File: src/shared/wdt_defs.svh
`ifndef WDT_DEFS_SVH
`define WDT_DEFS_SVH

// register byte addresses (index times four)
`define WDT_CTRL_IDX       8'h00
`define WDT_STATUS_IDX     8'h01
`define WDT_KEY_IDX        8'h02
`define WDT_CTRL_ADDR      8'h00
`define WDT_STATUS_ADDR    8'h04
`define WDT_KEY_ADDR       8'h08

// field positions
`define WDT_PERIOD_LSB     0
`define WDT_WINDOW_LSB     4
`define WDT_SYNC_BIT       0
`define WDT_LOCK_BIT       7

// reset values
`define WDT_CTRL_RESET     8'h00
`define WDT_STATUS_RESET   8'h00

// unlock key, arbitrary value
`define WDT_UNLOCK_KEY     8'ha5
// accesses after the key within which the protected write must come
`define WDT_UNLOCK_SPAN    3'h4

// watchdog clock: 1.024 kHz, codes 1..11 give 8..8192 ticks
`define WDT_TICK_HZ        1024
`define WDT_CODE_MAX       4'hb
`define WDT_DUR_BASE       14'h0008
`define WDT_DUR_MAX        14'h2000
// ticks needed to carry a write or a restart across
`define WDT_SYNC_TICKS     2'h2
`define WDT_RESTART_TICKS  2'h3

`endif

File: src/shared/wdt_pkg.sv
package wdt_pkg;

   typedef enum logic [1:0]
   {
      WD_IDLE   = 2'b00,
      WD_NORMAL = 2'b01,
      WD_CLOSED = 2'b10,
      WD_OPEN   = 2'b11
   } wd_state_e;

   typedef struct packed
   {
      logic [3:0] window;
      logic [3:0] period;
   } wd_cfg_s;

endpackage : wdt_pkg

File: src/core/windowed_watchdog_timer.sv
// Summary of operation
// - while enabled, missing restart before the time-out requests system reset
// - watchdog runs while period field is non-zero, idle when zero
// - eleven period codes select about 8 ms up to 8 s
// - normal mode: accepted restart starts a fresh period from zero
// - windowed mode while closed-window field non-zero, otherwise normal
// - windowed mode: restart during closed period requests system reset
// - open period follows closed period; restart needed within open period
// - on window enable or debug exit, closed window starts after first restart
// - counts ticks of the 1.024 kHz watchdog tick clock
// - control loads from fuse; non-zero fuse period starts enabled and locked
// - lock blocks control changes; software sets lock, clears only in debug
// - control and lock writes need the timed unlock procedure
// - keeps counting while enabled and its tick clock runs, except during debug halt
// - debug halt stops operation and clears the counter
// - leaving debug in windowed mode runs one normal time-out first
// - period and window writes cross over, sync pending flag high meanwhile
// - restart takes effect after two to three watchdog ticks
// - protected write accepted only within four accesses after the key
// - window sets open duration by period, closed by window field
// - sync pending flag needs no unlock
`timescale 1ns/1ps
`include "wdt_defs.svh"

module windowed_watchdog_timer
(
   // clock and reset
   input  wire logic        sys_clk,
   input  wire logic        rst,
   // wishbone slave
   input  wire logic        wb_cyc_i,
   input  wire logic        wb_stb_i,
   input  wire logic        wb_we_i,
   input  wire logic [7:0]  wb_adr_i,
   input  wire logic [3:0]  wb_sel_i,
   input  wire logic [31:0] wb_dat_i,
   output logic      [31:0] wb_dat_o,
   output logic             wb_ack_o,
   // processor side
   input  wire logic        watchdog_restart_instruction,
   input  wire logic        debug_halt,
   input  wire logic [7:0]  watchdog_fuse_config,
   // watchdog tick clock pin
   input  wire logic        watchdog_tick_clock,
   // reset request
   output logic             sys_reset_req
);

   wdt_pkg::wd_cfg_s   watchdog_control_register;
   wdt_pkg::wd_cfg_s   act_cfg;
   wdt_pkg::wd_state_e state;
   logic        lock;
   logic        sync_pending_flag;
   logic [1:0]  sync_wait;
   logic        rst_pend;
   logic [1:0]  rst_wait;
   logic [2:0]  change_guard_unlock;
   logic        boot_done;
   logic        tick_meta;
   logic        tick_sync;
   logic        tick_prev;
   logic        debug_prev;
   logic [13:0] cnt;

   logic        tick;
   logic        bus_req;
   logic        wr_ok;
   logic        prot_ok;
   logic        ctrl_wr;
   logic        lock_wr;
   logic        restart_eff;
   logic        apply_cfg;
   logic [13:0] open_dur;
   logic [13:0] closed_dur;
   logic [13:0] cnt_inc;

   function automatic logic [13:0] dur(input logic [3:0] code);
      if (code == 4'h0)
         dur = 14'h0000;
      else if (code > `WDT_CODE_MAX)
         dur = `WDT_DUR_MAX;
      else
         dur = `WDT_DUR_BASE << (code - 4'h1);
   endfunction : dur

   assign bus_req     = wb_cyc_i & wb_stb_i & ~wb_ack_o;
   assign wr_ok       = bus_req & wb_we_i & wb_sel_i[0];
   assign prot_ok     = change_guard_unlock != 3'h0;
   assign ctrl_wr     = wr_ok & prot_ok & ~lock
                        & (wb_adr_i == `WDT_CTRL_ADDR);
   assign lock_wr     = wr_ok & prot_ok
                        & (wb_adr_i == `WDT_STATUS_ADDR);
   assign tick        = tick_sync & ~tick_prev;
   assign restart_eff = tick & rst_pend
                        & (rst_wait == `WDT_RESTART_TICKS - 2'h1);
   assign apply_cfg   = tick & sync_pending_flag
                        & (sync_wait == `WDT_SYNC_TICKS - 2'h1);
   assign open_dur    = dur(act_cfg.period);
   assign closed_dur  = dur(act_cfg.window);
   assign cnt_inc     = cnt + 14'h0001;

   // tick pin synchroniser and edge detect
   always_ff @(posedge sys_clk)
   begin
      if (rst)
      begin
         tick_meta <= 1'b0;
         tick_sync <= 1'b0;
         tick_prev <= 1'b0;
      end
      else
      begin
         tick_meta <= watchdog_tick_clock;
         tick_sync <= tick_meta;
         tick_prev <= tick_sync;
      end
   end

   // wishbone answer, one cycle after request
   always_ff @(posedge sys_clk)
   begin
      if (rst)
      begin
         wb_ack_o <= 1'b0;
         wb_dat_o <= 32'h0000_0000;
      end
      else
      begin
         wb_ack_o <= bus_req;
         wb_dat_o <= 32'h0000_0000;
         if (bus_req & ~wb_we_i)
         begin
            case (wb_adr_i)
               `WDT_CTRL_ADDR:
                  wb_dat_o[7:0] <= watchdog_control_register;
               `WDT_STATUS_ADDR:
               begin
                  wb_dat_o[`WDT_LOCK_BIT] <= lock;
                  wb_dat_o[`WDT_SYNC_BIT] <= sync_pending_flag;
                  wb_dat_o[9:8]           <= state;
               end
               default:
                  wb_dat_o <= 32'h0000_0000;
            endcase
         end
      end
   end

   // unlock window counted in bus accesses
   always_ff @(posedge sys_clk)
   begin
      if (rst)
         change_guard_unlock <= 3'h0;
      else if (wr_ok & (wb_adr_i == `WDT_KEY_ADDR)
               & (wb_dat_i[7:0] == `WDT_UNLOCK_KEY))
         change_guard_unlock <= `WDT_UNLOCK_SPAN;
      else if (ctrl_wr | lock_wr)
         change_guard_unlock <= 3'h0;
      else if (bus_req & prot_ok)
         change_guard_unlock <= change_guard_unlock - 3'h1;
   end

   // control register, fuse load and lock
   always_ff @(posedge sys_clk)
   begin
      if (rst)
      begin
         watchdog_control_register <= `WDT_CTRL_RESET;
         lock      <= 1'b0;
         boot_done <= 1'b0;
      end
      else if (!boot_done)
      begin
         boot_done <= 1'b1;
         watchdog_control_register <= watchdog_fuse_config;
         lock <= watchdog_fuse_config[3:0] != 4'h0;
      end
      else
      begin
         if (ctrl_wr)
            watchdog_control_register <= wb_dat_i[7:0];
         if (lock_wr & wb_dat_i[`WDT_LOCK_BIT])
            lock <= 1'b1;
         else if (lock_wr & debug_halt)
            lock <= 1'b0;
      end
   end

   // transfer of control into the tick domain
   always_ff @(posedge sys_clk)
   begin
      if (rst)
      begin
         sync_pending_flag <= 1'b0;
         sync_wait         <= 2'h0;
         act_cfg           <= `WDT_CTRL_RESET;
      end
      else if (ctrl_wr | !boot_done)
      begin
         sync_pending_flag <= 1'b1;
         sync_wait         <= 2'h0;
      end
      else if (apply_cfg)
      begin
         sync_pending_flag <= 1'b0;
         act_cfg           <= watchdog_control_register;
      end
      else if (tick & sync_pending_flag)
         sync_wait <= sync_wait + 2'h1;
   end

   // restart request crossing, new request wins over consumption
   always_ff @(posedge sys_clk)
   begin
      if (rst)
      begin
         rst_pend <= 1'b0;
         rst_wait <= 2'h0;
      end
      else if (watchdog_restart_instruction)
      begin
         rst_pend <= 1'b1;
         rst_wait <= 2'h0;
      end
      else if (restart_eff)
         rst_pend <= 1'b0;
      else if (tick & rst_pend)
         rst_wait <= rst_wait + 2'h1;
   end

   // timing state machine, advances on each tick
   always_ff @(posedge sys_clk)
   begin
      if (rst)
      begin
         state         <= wdt_pkg::WD_IDLE;
         cnt           <= 14'h0000;
         debug_prev    <= 1'b0;
         sys_reset_req <= 1'b0;
      end
      else if (tick)
      begin
         debug_prev <= debug_halt;
         if (debug_halt)
         begin
            cnt <= 14'h0000;
            if (act_cfg.period != 4'h0)
               state <= wdt_pkg::WD_NORMAL;
         end
         else if (act_cfg.period == 4'h0)
         begin
            state <= wdt_pkg::WD_IDLE;
            cnt   <= 14'h0000;
         end
         else if (apply_cfg & (act_cfg.window == 4'h0)
                  & (watchdog_control_register.window != 4'h0))
         begin
            state <= wdt_pkg::WD_NORMAL;
            cnt   <= 14'h0000;
         end
         else if (restart_eff)
         begin
            if (state == wdt_pkg::WD_CLOSED)
               sys_reset_req <= 1'b1;
            cnt <= 14'h0000;
            if (act_cfg.window != 4'h0)
               state <= wdt_pkg::WD_CLOSED;
            else
               state <= wdt_pkg::WD_NORMAL;
         end
         else
         begin
            case (state)
               wdt_pkg::WD_IDLE:
               begin
                  state <= wdt_pkg::WD_NORMAL;
                  cnt   <= 14'h0000;
               end
               wdt_pkg::WD_CLOSED:
               begin
                  cnt <= cnt_inc;
                  if (cnt_inc >= closed_dur)
                  begin
                     state <= wdt_pkg::WD_OPEN;
                     cnt   <= 14'h0000;
                  end
               end
               default:
               begin
                  cnt <= cnt_inc;
                  if (cnt_inc >= open_dur)
                     sys_reset_req <= 1'b1;
               end
            endcase
         end
      end
   end
endmodule : windowed_watchdog_timer

File: config.mk
export PLATFORM = sky130hd
export DESIGN_NAME = windowed_watchdog_timer
export DESIGN_NICKNAME = d
export VERILOG_FILES = /design/src/shared/wdt_pkg.sv /design/src/core/windowed_watchdog_timer.sv
export VERILOG_INCLUDE_DIRS = /design/src /design/src/shared
export SDC_FILE = /design/constraint.sdc
export NUM_CORES = 1
export LEC_CHECK = 0
export ABC_CLOCK_PERIOD_IN_PS = 5800
export BUFFER_PORTS_ARGS = -buffer_cell sky130_fd_sc_hd__buf_2
export CAP_MARGIN = 10
export CORE_UTILIZATION = 57
export CTS_CLUSTER_DIAMETER = 60
export DETAILED_ROUTE_END_ITERATION = 16
export PLACE_DENSITY = 0.86
export SETUP_SLACK_MARGIN = 0.3
export SLEW_MARGIN = 10
export SYNTH_ARGS = -nofsm -noshare
export SYNTH_HDL_FRONTEND = slang
export SYNTH_SLANG_ARGS = --single-unit
File: constraint.sdc
create_clock -name sys_clk -period 5.8 [get_ports sys_clk]
set_input_delay 1.16 -clock sys_clk [delete_from_list [all_inputs] [get_ports sys_clk]]
set_output_delay 1.16 -clock sys_clk [all_outputs]
set_load 0.05 [all_outputs]
== Word-level counts from Yosys, hierarchy flattened ==
Cells that the tools add are included.
Storage, ports and cells
  bits in registers: 80
  latch bits: 0
  RAM bits: 0
  bits in read-only memories: 0
  input port bits: 60
  output and inout bits: 34
  logic and storage cells: 147
  memories kept: 0
Operators by class
  add/subtract/negate cells: 6
  multiply operators: 0
  divide/modulo/power cells: 0
  order comparisons: 4
  eq/ne operators: 12
  shift operators: 2
  multiplexer cells: 37
  bitwise gates (word level): 36
  reduce and logical (&&, ||, !) cells: 27
Operators by type and width (count)
  14-bit two-way mux: 9
  14-bit greater-or-equal comparator: 2
  14-bit one-hot mux with 2 select lines: 1
  4-bit by 4-bit << shifter with 14-bit output, first input constant: 2
  1-bit bitwise AND: 21
  8-bit two-way mux: 2
  4-bit nonzero test: 4
  14-bit by 1-bit adder with 14-bit output, second input constant: 1
  2-bit two-way mux: 7
  1-bit inverter: 13
  1-bit two-way mux: 12
  3-bit two-way mux: 3
  3-bit OR reduction: 3
  8-bit by 3-bit == test with 1-bit output, second input constant: 1
  8-bit by 4-bit == test with 1-bit output, second input constant: 1
  8-bit == test, second input constant: 1
  4-bit greater-than comparator, second input constant: 2
  4-bit zero test: 2
  8-bit zero test: 1
  2-bit by 1-bit inequality test with 1-bit output, second input constant: 4
  2-bit OR reduction: 4
  4-bit by 1-bit subtractor with 4-bit output, second input constant: 2
  7-bit AND reduction: 1
  6-bit by 5-bit inequality test with 1-bit output, second input constant: 1
  15 further kinds: 24

== Longest topological paths before layout ==
Gate-level depths: netlist (run 1).
  word-level depth: 11
  mapped depth: 14
  gate-level depth less buffers: 12

== Worst setup path after synthesis (run 1) ==
Ideal clock, no wire load.
  path type: reg2reg
  from: register cnt[2]
  to: register cnt[11]
  arrival: 2699 ps
  required time: 5683 ps
  path slack: 2984 ps
  cell stages (with the launch flop): 14
  path buffers: 2
  period minus slack after synthesis: 2816 ps
  path through: dfxtp_1 -> and3_1 -> and3_1 -> and3_1 -> nand3_1 -> xnor2_1 -> ha_1 -> nand2_1 -> or3_1 -> a31o_1 -> buf_2 -> and3_1 -> buf_2 -> a22o_1
On the way
  longest elaborated chain between the ends: 8
RTL lines
  from (decl): RTL line windowed_watchdog_timer.sv:63  | logic [13:0] cnt;
  from (signal assigned): RTL line windowed_watchdog_timer.sv:281  | cnt <= cnt_inc;
  from (signal assigned): RTL line windowed_watchdog_timer.sv:290  | cnt <= cnt_inc;
  14-bit by 1-bit adder with 14-bit output (*): RTL line windowed_watchdog_timer.sv:100  | assign cnt_inc = cnt + 14'h0001;
  14-bit greater-or-equal comparator: RTL line windowed_watchdog_timer.sv:282  | if (cnt_inc >= closed_dur)
  14-bit two-way mux: RTL line windowed_watchdog_timer.sv:282
  14-bit one-hot mux with 2 select lines (*): RTL line windowed_watchdog_timer.sv:273  | case (state)
  14-bit two-way mux (*): RTL line windowed_watchdog_timer.sv:261  | else if (restart_eff)
  14-bit two-way mux (*): RTL line windowed_watchdog_timer.sv:255  | else if (apply_cfg & (act_cfg.window == 4'h0)
  14-bit two-way mux (*): RTL line windowed_watchdog_timer.sv:250  | else if (act_cfg.period == 4'h0)
  14-bit two-way mux (*): RTL line windowed_watchdog_timer.sv:244  | if (debug_halt)
Mark *: on every way between the ends. The rest lies on a longest branch, timed or not.
A chain may end at the register's enable or synchronous reset.

== Final worst setup path (run 1) ==
  from: register cnt[2]
  to: register cnt[8]
The elaborated chain is that of the path after synthesis.

==> results of run 1 <==
final cells by class:
class | instances | area [um2] | area share
multi-input cells | 321 | 2070 | 0.555
flip-flops and latches | 58 | 1160 | 0.311
inverters | 12 | 45.0 | 0.0121
clock inverters | 1 | 5.00 | 0.00134
clock buffers | 11 | 141 | 0.0378
well taps | 72 | 90.1 | 0.0241
repair buffers | 44 | 220 | 0.0589
stage by stage:
step / utilization / setup WS, ns / instances / total power (uW)
3_5_place_dp: 0.632 / 2.56 / 507 / 494
5_1_grt: 0.658 / 2.30 / 519 / 817
4_1_cts: 0.658 / 2.54 / 519 / 793
2_1_floorplan: - / 2.98 / 425 / 488
3_3_place_gp: 0.632 / 2.69 / 507 / 493
6_report: 0.658 / 2.48 / 519 / 789
cell families (layout without fill, tap and decap cells):
family / count (synthesis) / after routing / synth area share
AND/OR/NAND/NOR: 187 / 187 / 0.287
flip-flops: 58 / 58 / 0.337
buffers and inverters: 46 / 68 / 0.0849
other: 1 / 22 / 0.00109
AO/OA/AOI/OAI: 62 / 62 / 0.131
multiplexers: 10 / 10 / 0.0290
adder cells (fa/ha/maj): 27 / 27 / 0.0980
XOR/XNOR: 13 / 13 / 0.0330
registers in the layout, indices dropped and copies added, names as in the netlist, 2 cells and up:
register and count:
cnt 14, sync_wait 2, wb_dat_o 10, act_cfg 8, change_guard_unlock 3, state 2
watchdog_control_register 8, rst_wait 2
worst reg2reg max path, stage by stage, from the launching register on:
cell and delay [ns]:
dfxtp_1 0.41, and3_1 0.19, and3_1 0.26, and3_1 0.21
nand3_1 0.10, xnor2_1 0.32, ha_1 0.31, a21oi_1 0.19
o211ai_1 0.11, a31oi_1 0.17, a31o_1 0.38, and3_1 0.42
a22o_1 0.18
placed cells by master (no fill, tap or decap), drive strengths merged, types with 7 or more instances in the layout:
cell type,count
nand2,47
conb,22
and3,9
nand3,24
nand4,10
nand2b,7
mux2i,10
o21ai,7
and2,7
xnor2,12
buf,44
a311oi,9
a21oi,14
inv,12
nor2b,16
ha,27
nor3,10
clkbuf,11
dfxtp,58
a22o,9
nor2,38
power groups by stage:
| stage | Sequential [uW] | Clock (uW) | Combinational [uW] |
|---|---|---|---|
| 3_5_place_dp | 422 | 0 | 71.9 |
| 2_1_floorplan | 419 | 0 | 68.7 |
| 3_3_place_gp | 422 | 0 | 70.8 |
| 4_1_cts | 413 | 308 | 72.2 |
| 5_1_grt | 414 | 325 | 78.1 |
| 6_report | 413 | 303 | 72.6 |
layer usage:
metal / wire length, um / vias to the layer above / GRT usage
met5: 0 / - / 0
met4: 174 / 0 / 0.111
met3: 514 / 24 / 0.0891
met2: 3580 / 117 / 0.396
met1: 3160 / 1413 / 0.298
li1: - / 1480 / -
how the worst min path moves through the flow:
stage	endpoint	slack (ns)
final	tick_sync	0.44
after global routing	tick_sync	0.47
after global placement	tick_sync	0.42
after detailed placement	tick_sync	0.43
after CTS	tick_sync	0.44
after floorplan	tick_sync	0.41
==> metrics.md, run 1 <==
| Metric | Value |
|---|---|
| Status | `finished clean` |
| Final cycle utilization of the critical path | `0.572` |
| Switch Pwr | `210 uW` |
| Maximum clock path buffer count | `2` |
| Setup violations, final | `0` |
| Number of placed I/O pins | `94` |
| P&R area growth vs syn | `8.35%` |
| Clk network pwr share | `0.384` |
| Reg-to-Reg End | `cnt[8]` |
| Hold path startpoint | `tick_meta` |
| Synth Cell Area | `3450 um2` |
| Aggregate global-route resource usage | `0.248` |
| R2r worst-path depth | `12` |
| Number of hold-repair buffers added at the cts stage | `0` |
| Worst path max stage delay | `0.42 ns` |
| Die boundary height | `79.8 um` |
| Sum of routed wire length over all layers | `7430 um` |
| CTS Root Buffer Type | `clkbuf_8` |
| Leakage component of the power | `0.00165 uW` |
| Clock tree from TritonCTS | `built` |
| Detail-routed via count per cell | `5.85` |
| Switching portion of total power | `0.266` |
| Portion of the post-synthesis area used by sequential elements | `0.337` |
| Internal power summed over all cells | `580 uW` |
| Setup TNS | `0 ns` |
| Final antenna-violating net count | `0` |
| Share of Yosys cell area claimed by the top area cell type | `0.337` |
| Post_cts resized | `0` |
| Worst Hold Class | `flip-flop to flip-flop` |
| Critical Path Sink Type | `flip-flop` |
| Crit Reg-Reg Startpoint | `cnt[2]` |
| Filler cell count in the final layout | `461` |
| Synthesized flop and latch total | `58` |
| Post-synthesis async set-or-reset flop share | `0` |
| Sink count of the clock tree | `58` |
| Actual slew at the worst max-slew pin | `0.986 ns` |
| Starting Density | `0.608` |
| Remaining max-slew budget at the tightest pin | `0.337` |
| Top area cells in the synthesized netlist | `dfxtp_1 (34%), ha_1 (9.8%), nand2_1 (5.1%), buf_4 (5.0%), nor2_1 (4.1%)` |
| Post-route minimum period | `3.32 ns` |
| Timing endpoint of the critical path | `cnt[8]` |
| Buffer count from post-CTS setup fixing | `0` |
| Highest ir drop seen on vdd | `0.000155 V` |
| Number of logic stages on the critical path including buffering | `12` |
| Crit-path max FO | `10` |
| Worst path cell trace | `and3_1, and3_1, and3_1, nand3_1, xnor2_1, ha_1, a21oi_1, o211ai_1, a31oi_1, a31o_1, and3_1, a22o_1` |
| Buffers plus inverters on the worst setup path | `0` |
| H-tree levels | `3` |
| Worst EP arrival | `3.60 ns` |
| Worst endpoint required time | `6.08 ns` |
| Placer's final routability congestion estimate | `0.865` |
| DIE AREA | `6360 um2` |
| Most frequent cells after synthesis | `dfxtp_1 (58), nand2_1 (47), nor2_1 (38)` |
| Post-synthesis cell type with the largest combined area | `dfxtp_1` |
| Number of cell rows | `27` |
| Kind of cell adding the most delay to the critical path | `simple AND/OR/NAND/NOR gates` |
| Crit. Startpoint | `cnt[2]` |
| Nets@finish | `533` |
| Setup crit start kind | `flip-flop` |
| Vias | `3034` |
| Mean Syn Cell Area | `8.54 um2` |
| Top_reg_cell synth | `dfxtp_1` |
| Sum of overflow across all layers after global routing | `0` |
| Final-report hold violation count | `0` |
| Combinational share of power | `0.092` |
| Most frequently used cell type in the post-synthesis netlist | `dfxtp_1` |
| Number of DRC violations after detailed-routing iteration 0 | `182` |
| Part of the total power dissipated in sequential elements | `0.524` |
| Ant. Diodes | `0` |
| First-pass GRT wire length | `12100 um` |
| Maximum operating frequency | `301 MHz` |
| Critical-path top delay cell | `and3_1` |
| Unrepaired setup endpoints after global routing | `false` |
| Cell area after layout | `3740 um2` |
| Most used cell along the critical path | `and3_1` |
| Number of antenna violations at the first check in global routing | `0` |
| Core outline area | `5680 um2` |
| Final Hold Slack | `0.440 ns` |
| Clock latency on the worst-skew pair | `0.34 ns` |
| Crit Path Class | `flip-flop to flip-flop` |
| Vias in the first global route | `2761` |
| Total power divided by cell area | `211 nW/um2` |
| Dpl cell area | `3590 um2` |
| Pin count of the biggest net entering global routing | `35` |
| Final routed DRC violation total | `0` |
| Maximum capacitance violations | `0` |
| HPWL after detailed placement | `5460 um` |
| Input/output buffers | `44` |
| Setup slack on the worst flop-to-flop path | `2.48 ns` |
| Warning count from the yosys run | `0` |
| Average detailed-routed wire length per instance | `14.3 um` |
| Cts bufs inserted | `9` |
| Die Wd | `79.8 um` |
| Mapped Cells | `404` |
| Clock skew | `0.00939 ns` |
| Clock edge transition at the registers on the reported setup and hold paths | `0.06 ns` |
| Number of iterations in the first detailed-routing pass | `8` |
| Final max-slew violation count | `0` |
| Proportion of layout cells with a drive suffix above 1 | `0.141` |
| Cell depth of the worst min-delay path | `1` |
| Cell variety after synth | `50` |
| Number of enable flip-flop cells after synthesis | `0` |
Note: power is estimated with default switching activity, not from simulation.
==> inputs of run 2 (changes only) <==
Settings changed: ABC_AREA from default to 1, ABC_CLOCK_PERIOD_IN_PS 5800 to 3460, CORE_UTILIZATION 57 to 54, PLACE_DENSITY 0.86 to 0.81.
Clock period 5.8 ns to 3.46 ns, I/O delays scaled along.
==> metrics.md, run 2 <==
| Metric | Value |
|---|---|
| Status | `finished clean` |
| Most frequent standard cell in the layout excluding fill and tap cells | `nand2_1` |
| Worst Hold Class | `flip-flop to flip-flop` |
| Warning count from the yosys run | `0 (unchanged)` |
| Setup crit start kind | `flip-flop` |
| Share of Yosys cell area claimed by the top area cell type | `0.308 (-0.0290)` |
| Maximum clock path buffer count | `2 (unchanged)` |
| Synthesized flop and latch total | `58 (unchanged)` |
| Final max-slew violation count | `0 (unchanged)` |
| Simple-gate share of the synthesized area | `0.337 (+0.0499)` |
| Number of iterations in the first detailed-routing pass | `4 (-4)` |
| Post-route minimum period | `2.95 ns (-0.369 ns)` |
| Placement-stage worst setup slack | `0.287 ns (-2.27 ns)` |
| Critical Path Sink Type | `flip-flop` |
| Top_reg_cell synth | `dfxtp_1` |
| CTS Root Buffer Type | `clkbuf_8` |
| Ant. Diodes | `0 (unchanged)` |
| Number of cell rows | `30 (+11%)` |
| Input/output buffers | `44 (unchanged)` |
| Fraction of synthesized area in multiplexers | `0 (-0.0290)` |
| Mean Syn Cell Area | `6.86 um2 (-20%)` |
| Storage element area | `1160 um2 (+0.11%)` |
| DIE AREA | `7330 um2 (+15%)` |
| Maximum operating frequency | `339 MHz (+13%)` |
| H-tree levels | `3 (unchanged)` |
| Proportion of layout cells with a drive suffix above 1 | `0.191 (+0.0501)` |
| Detail-routed via count per cell | `5.10 (-13%)` |
| Core outline area | `6760 um2 (+19%)` |
| Sum of routed wire length over all layers | `7930 um (+6.7%)` |
| Number of DRC violations after detailed-routing iteration 0 | `118 (-35%)` |
| Number of placed I/O pins | `94 (unchanged)` |
| Sink count of the clock tree | `58 (unchanged)` |
| HPWL after detailed placement | `6010 um (+10%)` |
| Combinational family with the most area after synthesis | `simple AND/OR/NAND/NOR gates` |
| Maximum capacitance violations | `0 (unchanged)` |
| Leakage component of the power | `0.00206 uW (+24%)` |
| Max FFs per register | `14 (unchanged)` |
| Die Wd | `85.6 um (+7.3%)` |
| Most frequently used cell type in the post-synthesis netlist | `nand2_1` |
| Vias in the first global route | `3080 (+12%)` |
| Setup TNS | `0 ns (unchanged)` |
| Final antenna-violating net count | `0 (unchanged)` |
| Setup violations, final | `0 (unchanged)` |
| Cell variety after synth | `39 (-22%)` |
| Number of enable flip-flop cells after synthesis | `0 (unchanged)` |
| Vias | `3478 (+15%)` |
| Remaining max-slew budget at the tightest pin | `0.588 (+0.252)` |
| Regs by FF count | `cnt x14, wb_dat_o x10` |
| Xor and xnor fraction of the mapped netlist area | `0.0302 (-0.00285)` |
| Final worst setup slack | `0.509 ns (-1.97 ns)` |
| Crit Path Class | `flip-flop to flip-flop` |
| Starting Density | `0.559 (-0.0491)` |
| Aggregate global-route resource usage | `0.224 (-0.0237)` |
| Most flops, register | `cnt` |
| Clock skew | `0.0106 ns (+0.00119 ns)` |
| Post-synthesis async set-or-reset flop share | `0 (unchanged)` |
| Pin count of the biggest net entering global routing | `26 (-26%)` |
| Final Hold Slack | `0.408 ns (-0.0326 ns)` |
| Mapped Cells | `550 (+36%)` |
| Top area cells in the synthesized netlist | `dfxtp_1 (31%), nand2_1 (12%), ha_1 (9.0%), inv_1 (8.1%), nor2_1 (7.0%)` |
| First-pass GRT wire length | `13000 um (+7.2%)` |
| Number of hold-repair buffers added at the cts stage | `0 (unchanged)` |
| Final cycle utilization of the critical path | `0.853 (+0.280)` |
| Clock latency on the worst-skew pair | `0.34 ns (about the same)` |
| Compound-gate portion of the synthesized area | `0.0925 (-0.0381)` |
| Total power divided by cell area | `352 nW/um2 (+67%)` |
| Highest ir drop seen on vdd | `0.000256 V (+65%)` |
| Multi-input gate area in the final layout | `2160 um2 (+4.3%)` |
| Clock tree from TritonCTS | `built` |
| Final-report hold violation count | `0 (unchanged)` |
| Placer's final routability congestion estimate | `0.931 (+7.6%)` |
| Number of antenna violations at the first check in global routing | `0 (unchanged)` |
| Average detailed-routed wire length per instance | `11.6 um (-19%)` |
| Crit-path max FO | `7 (-3)` |
| P&R area growth vs syn | `11.4%` |
| Commonest cells after routing, fill and taps aside | `nand2_1 (124), inv_1 (81), nor2_1 (69)` |
| Unrepaired setup endpoints after global routing | `false` |
| Post-synthesis cell type with the largest combined area | `dfxtp_1` |
| Most frequent cells after synthesis | `nand2_1 (124), inv_1 (81), nor2_1 (70)` |
| Final routed DRC violation total | `0 (unchanged)` |
| Portion of the post-synthesis area used by sequential elements | `0.308 (-0.0290)` |
| Clock edge transition at the registers on the reported setup and hold paths | `0.07 ns (about the same)` |
| Synth Cell Area | `3770 um2 (+9.4%)` |
| Filler cell count in the final layout | `590 (+28%)` |
| Cts bufs inserted | `9 (unchanged)` |
| Sum of overflow across all layers after global routing | `0 (unchanged)` |
| Die boundary height | `85.6 um (+7.3%)` |
| Synth Area in Adders | `0.0895 (-0.00845)` |
| Worst endpoint required time | `3.74 ns (-2.34 ns)` |
| Worst EP arrival | `3.23 ns (-0.37 ns)` |
| Nets@finish | `685 (+29%)` |
| Actual slew at the worst max-slew pin | `0.618 ns (-0.368 ns)` |
-- run 2: cell count changes in the layout (fill, tap and decap cells not counted), sizes merged, moves of 10 or more --
| cell | delta |
|---|---|
| mux2i | -10 |
| inv | +73 |
| nor2 | +41 |
| nand2 | +94 |
| o21ai | +16 |
| nor2b | -16 |
| a21oi | +14 |
-- run 2: repair_timing --
action | in CTS | in global routing
resized for setup | 0 | 5
setup endpoints to repair | 1 | 14
setup buffers | 2 | 0
pin swaps | 1 | 0
endpoints found under the hold margin | 0 | 0
-- run 2: metal layers --
| layer | vias up | global-route usage | routed length (um) |
|---|---|---|---|
| met4 | 0 | 0.0985 | 211 |
| met5 | - | 0 | 0 |
| li1 | 1777 | - | - |
| met2 | 101 | 0.404 | 3860 |
| met3 | 19 | 0.0443 | 372 |
| met1 | 1581 | 0.257 | 3490 |
-- run 2: kinds of logic (layout without fill, tap and decap cells) --
group | after synthesis | after routing
XOR/XNOR | 13 | 13
buffers and inverters | 117 | 148
AO/OA/AOI/OAI | 58 | 58
flip-flops | 58 | 58
AND/OR/NAND/NOR | 276 | 276
adder cells (fa/ha/maj) | 27 | 27
other | 1 | 22
-- run 2: path summary, 6_finish.rpt --
kind,startpoint,to,slack (ns),cells past startpoint
hold reg to reg,tick_meta,tick_sync,0.41,2
setup / recovery,cnt[1],cnt[9],0.51,21
hold / removal,tick_meta,tick_sync,0.41,2
setup reg to reg,cnt[1],cnt[9],0.51,21
-- run 2: per-stage QoR --
stage	total power (uW)	util	cell area, um2	cells
final	1480	0.622	4200	682
after global routing	1530	0.622	4200	682
after CTS	1480	0.620	4190	682
after detailed placement	847	0.587	3970	665
after global placement	844	0.587	3970	665
after floorplan	833	-	3850	571
-- run 2: report_power, final --
part           switching, uW  leakage (uW)  internal (uW)
registers               10.5      0.000472            680
clock network            259      0.000106            387
logic                    110       0.00148           33.0
-- run 2: layout make-up --
class	count	share of cell area
Multi-Input combinational cell	396	0.515
Timing Repair Buffer	48	0.0604
Inverter	85	0.0759
Clock inverter	2	0.00834
Clock buffer	13	0.0402
Tap cell	80	0.0238
Sequential cell	58	0.277
-- run 2: critical path: stages, from the launching register on --
cell and delay, ns:
dfxtp_1 0.38, ha_2 0.22, nand2_1 0.11, nor2_4 0.14, nand4_2 0.12, nor2_2 0.14
nand2_1 0.08, xnor2_1 0.13, buf_4 0.15, ha_1 0.29, nand2_1 0.08, inv_1 0.04
nand2_1 0.08, nor2_1 0.05, nor2_2 0.11, nand3_1 0.11, nand2_1 0.09, nand2_2 0.08
nor2_4 0.13, buf_6 0.16, nand2_2 0.06, a21oi_2 0.12
==> inputs of run 3 (changes only) <==
Settings changed: ABC_CLOCK_PERIOD_IN_PS 3460 to 3500, CORE_UTILIZATION 54 to 58, PLACE_DENSITY 0.81 to 0.86.
Clock period 3.46 ns to 3.5 ns, I/O delays scaled along.
==> metrics.md, run 3 (synthesized netlist as in run 2, its figures left out) <==
| Metric | Value |
|---|---|
| Dpl cell area | `3950 um2 (-0.47%)` |
| Unrepaired setup endpoints after global routing | `false` |
| Worst path max stage delay | `0.37 ns (about the same)` |
| Number of hold-repair buffers added at the cts stage | `0 (unchanged)` |
| Switch Pwr | `404 uW (+6.2%)` |
| Proportion of layout cells with a drive suffix above 1 | `0.199 (+0.00798)` |
| Leakage component of the power | `0.00209 uW (+1.4%)` |
| Combinational share of power | `0.090 (-0.007)` |
| Final antenna-violating net count | `0 (unchanged)` |
| Critical Path Sink Type | `flip-flop` |
| Input/output buffers | `44 (unchanged)` |
| First-pass GRT wire length | `13200 um (+1.3%)` |
| Worst endpoint required time | `3.77 ns (+0.03 ns)` |
| Number of iterations in the first detailed-routing pass | `5 (+1)` |
| Worst Hold Class | `flip-flop to flip-flop` |
| Die Wd | `82.7 um (-3.4%)` |
| Number of placed I/O pins | `94 (unchanged)` |
| Cell area after layout | `4250 um2 (+1.1%)` |
| Worst path cell trace | `ha_2, nand2_1, nor2_4, nand4_2, nor2_2, nand2_1, xor2_2, ha_1, nand2_1, inv_1, nand2_1, nor2_1, nor2_2, nand3_1, nand2_1, nand2_2, nor2_4, buf_4, nand2_2, a21oi_2` |
| Cts bufs inserted | `9 (unchanged)` |
| Final cycle utilization of the critical path | `0.840 (-0.0126)` |
| H-tree levels | `3 (unchanged)` |
| Average detailed-routed wire length per instance | `12.0 um (+3.1%)` |
| Internal power summed over all cells | `1180 uW (+7.0%)` |
| Post-placement cell count | `660 (-0.75%)` |
| Number of cell rows | `29 (-3.3%)` |
| Maximum clock path buffer count | `2 (unchanged)` |
| Nets@finish | `685 (unchanged)` |
| Max FFs per register | `14 (unchanged)` |
| Vias | `3483 (+0.14%)` |
| Clock skew | `0.00630 ns (-0.00429 ns)` |
| Highest ir drop seen on vdd | `0.000309 V (+20%)` |
| Number of DRC violations after detailed-routing iteration 0 | `211 (+79%)` |
| Setup slack on the worst flop-to-flop path | `0.56 ns (+0.05 ns)` |
| Setup violations, final | `0 (unchanged)` |
| Sum of overflow across all layers after global routing | `0 (unchanged)` |
| Post-route minimum period | `2.94 ns (-0.00994 ns)` |
| Crit-path max FO | `6 (-1)` |
| Part of the total power dissipated in sequential elements | `0.431 (-0.036)` |
| Final-report hold violation count | `0 (unchanged)` |
| Clock latency on the worst-skew pair | `0.34 ns (about the same)` |
| Setup crit start kind | `flip-flop` |
| Commonest cells after routing, fill and taps aside | `nand2_1 (124), inv_1 (81), nor2_1 (69)` |
| Clock tree from TritonCTS | `built` |
| Vias in the first global route | `3086 (+0.19%)` |
| Maximum operating frequency | `340 MHz (+0.34%)` |
| Most frequent standard cell in the layout excluding fill and tap cells | `nand2_1` |
| Buffers plus inverters on the worst setup path | `2 (-1)` |
| HPWL after detailed placement | `5950 um (-0.98%)` |
| Actual slew at the worst max-slew pin | `0.612 ns (-0.00551 ns)` |
| Ant. Diodes | `0 (unchanged)` |
| CTS Root Buffer Type | `clkbuf_8` |
| Clk network pwr share | `0.478 (+0.042)` |
| Placer's final routability congestion estimate | `0.873 (-6.2%)` |
| Kind of cell adding the most delay to the critical path | `simple AND/OR/NAND/NOR gates` |
| Sink count of the clock tree | `58 (unchanged)` |
| Most flops, register | `cnt` |
| Die boundary height | `82.7 um (-3.4%)` |
| Final routed DRC violation total | `0 (unchanged)` |
| Clock edge transition at the registers on the reported setup and hold paths | `0.07 ns (about the same)` |
| Regs by FF count | `cnt x14, wb_dat_o x10` |
| Critical-path top delay cell | `dfxtp_2` |
| Number of antenna violations at the first check in global routing | `0 (unchanged)` |
| Worst EP arrival | `3.21 ns (-0.02 ns)` |
| Total power divided by cell area | `372 nW/um2 (+5.7%)` |
| Remaining max-slew budget at the tightest pin | `0.592 (+0.00367)` |
| Filler cell count in the final layout | `545 (-7.6%)` |
| Most used cell along the critical path | `nand2_1` |
| Core outline area | `6310 um2 (-6.6%)` |
| Detail-routed via count per cell | `5.12 (+0.44%)` |
| Final max-slew violation count | `0 (unchanged)` |
| Final cell count without fillers | `680 (-0.29%)` |
| Switching portion of total power | `0.255 (-0.00146)` |
| Starting Density | `0.598 (+0.0392)` |
| Setup TNS | `0 ns (unchanged)` |
| DIE AREA | `6830 um2 (-6.7%)` |
| Crit Path Class | `flip-flop to flip-flop` |
| P&R area growth vs syn | `12.6%` |
| Aggregate global-route resource usage | `0.257 (+0.0331)` |
| Maximum capacitance violations | `0 (unchanged)` |
| Sum of routed wire length over all layers | `8150 um (+2.8%)` |
| Status | `finished clean` |
| Pin count of the biggest net entering global routing | `26 (unchanged)` |
run 3: what timing repair did:
action	in CTS	in global routing
setup buffers	3	1
gates cloned	0	0
gates resized for setup	0	7
setup endpoints to repair	3	15
pin swaps	1	1
endpoints found under the hold margin	0	0
run 3: area by class of cell:
type	count	area, um2	share of cell area
Tap cell	77	96.3	0.0227
Clock buffer	9	124	0.0292
Clock inverter	7	118	0.0277
Inverter	85	319	0.0751
Multi-Input combinational cell	396	2180	0.513
Sequential cell	58	1160	0.274
Timing Repair Buffer	48	250	0.0589
run 3: layer usage:
metal | vias to the layer above | wire (um) | global-route usage
met4 | 0 | 183 | 0.114
li1 | 1778 | - | -
met2 | 115 | 4160 | 0.478
met3 | 19 | 339 | 0.0484
met1 | 1571 | 3470 | 0.281
met5 | - | 0 | 0
run 3: worst reg2reg max path, stage by stage, from the launching register on:
cell and delay (ns):
dfxtp_2 0.37, ha_2 0.21, nand2_1 0.09, nor2_4 0.14, nand4_2 0.13, nor2_2 0.14
nand2_1 0.10, xor2_2 0.26, ha_1 0.27, nand2_1 0.08, inv_1 0.06, nand2_1 0.07
nor2_1 0.05, nor2_2 0.12, nand3_1 0.09, nand2_1 0.09, nand2_2 0.09, nor2_4 0.14
buf_4 0.19, nand2_2 0.07, a21oi_2 0.12
run 3: power by group through the flow:
stage | logic [uW] | clock network (uW) | registers (uW)
2_1_floorplan | 128 | 0 | 696
3_3_place_gp | 138 | 0 | 696
3_5_place_dp | 140 | 0 | 697
4_1_cts | 141 | 761 | 682
5_1_grt | 156 | 794 | 683
6_report | 142 | 757 | 682
run 3: per-stage QoR:
| stage | utilization | power (uW) | hold WS, ns | setup slack (ns) |
|---|---|---|---|---|
| 6_report | 0.673 | 1580 | 0.405 | 0.559 |
| 5_1_grt | 0.673 | 1630 | 0.423 | 0.307 |
| 4_1_cts | 0.667 | 1580 | 0.407 | 0.384 |
| 3_5_place_dp | 0.626 | 837 | 0.395 | 0.317 |
| 3_3_place_gp | 0.626 | 834 | 0.394 | 0.440 |
| 2_1_floorplan | - | 824 | 0.388 | 0.911 |
run 3: final timing paths:
| path | to | cells past startpoint | from |
|---|---|---|---|
| max reg2reg | cnt[10] | 20 | cnt[0] |
| min reg2reg | tick_sync | 2 | tick_meta |
| min | tick_sync | 2 | tick_meta |
| max | cnt[10] | 20 | cnt[0] |
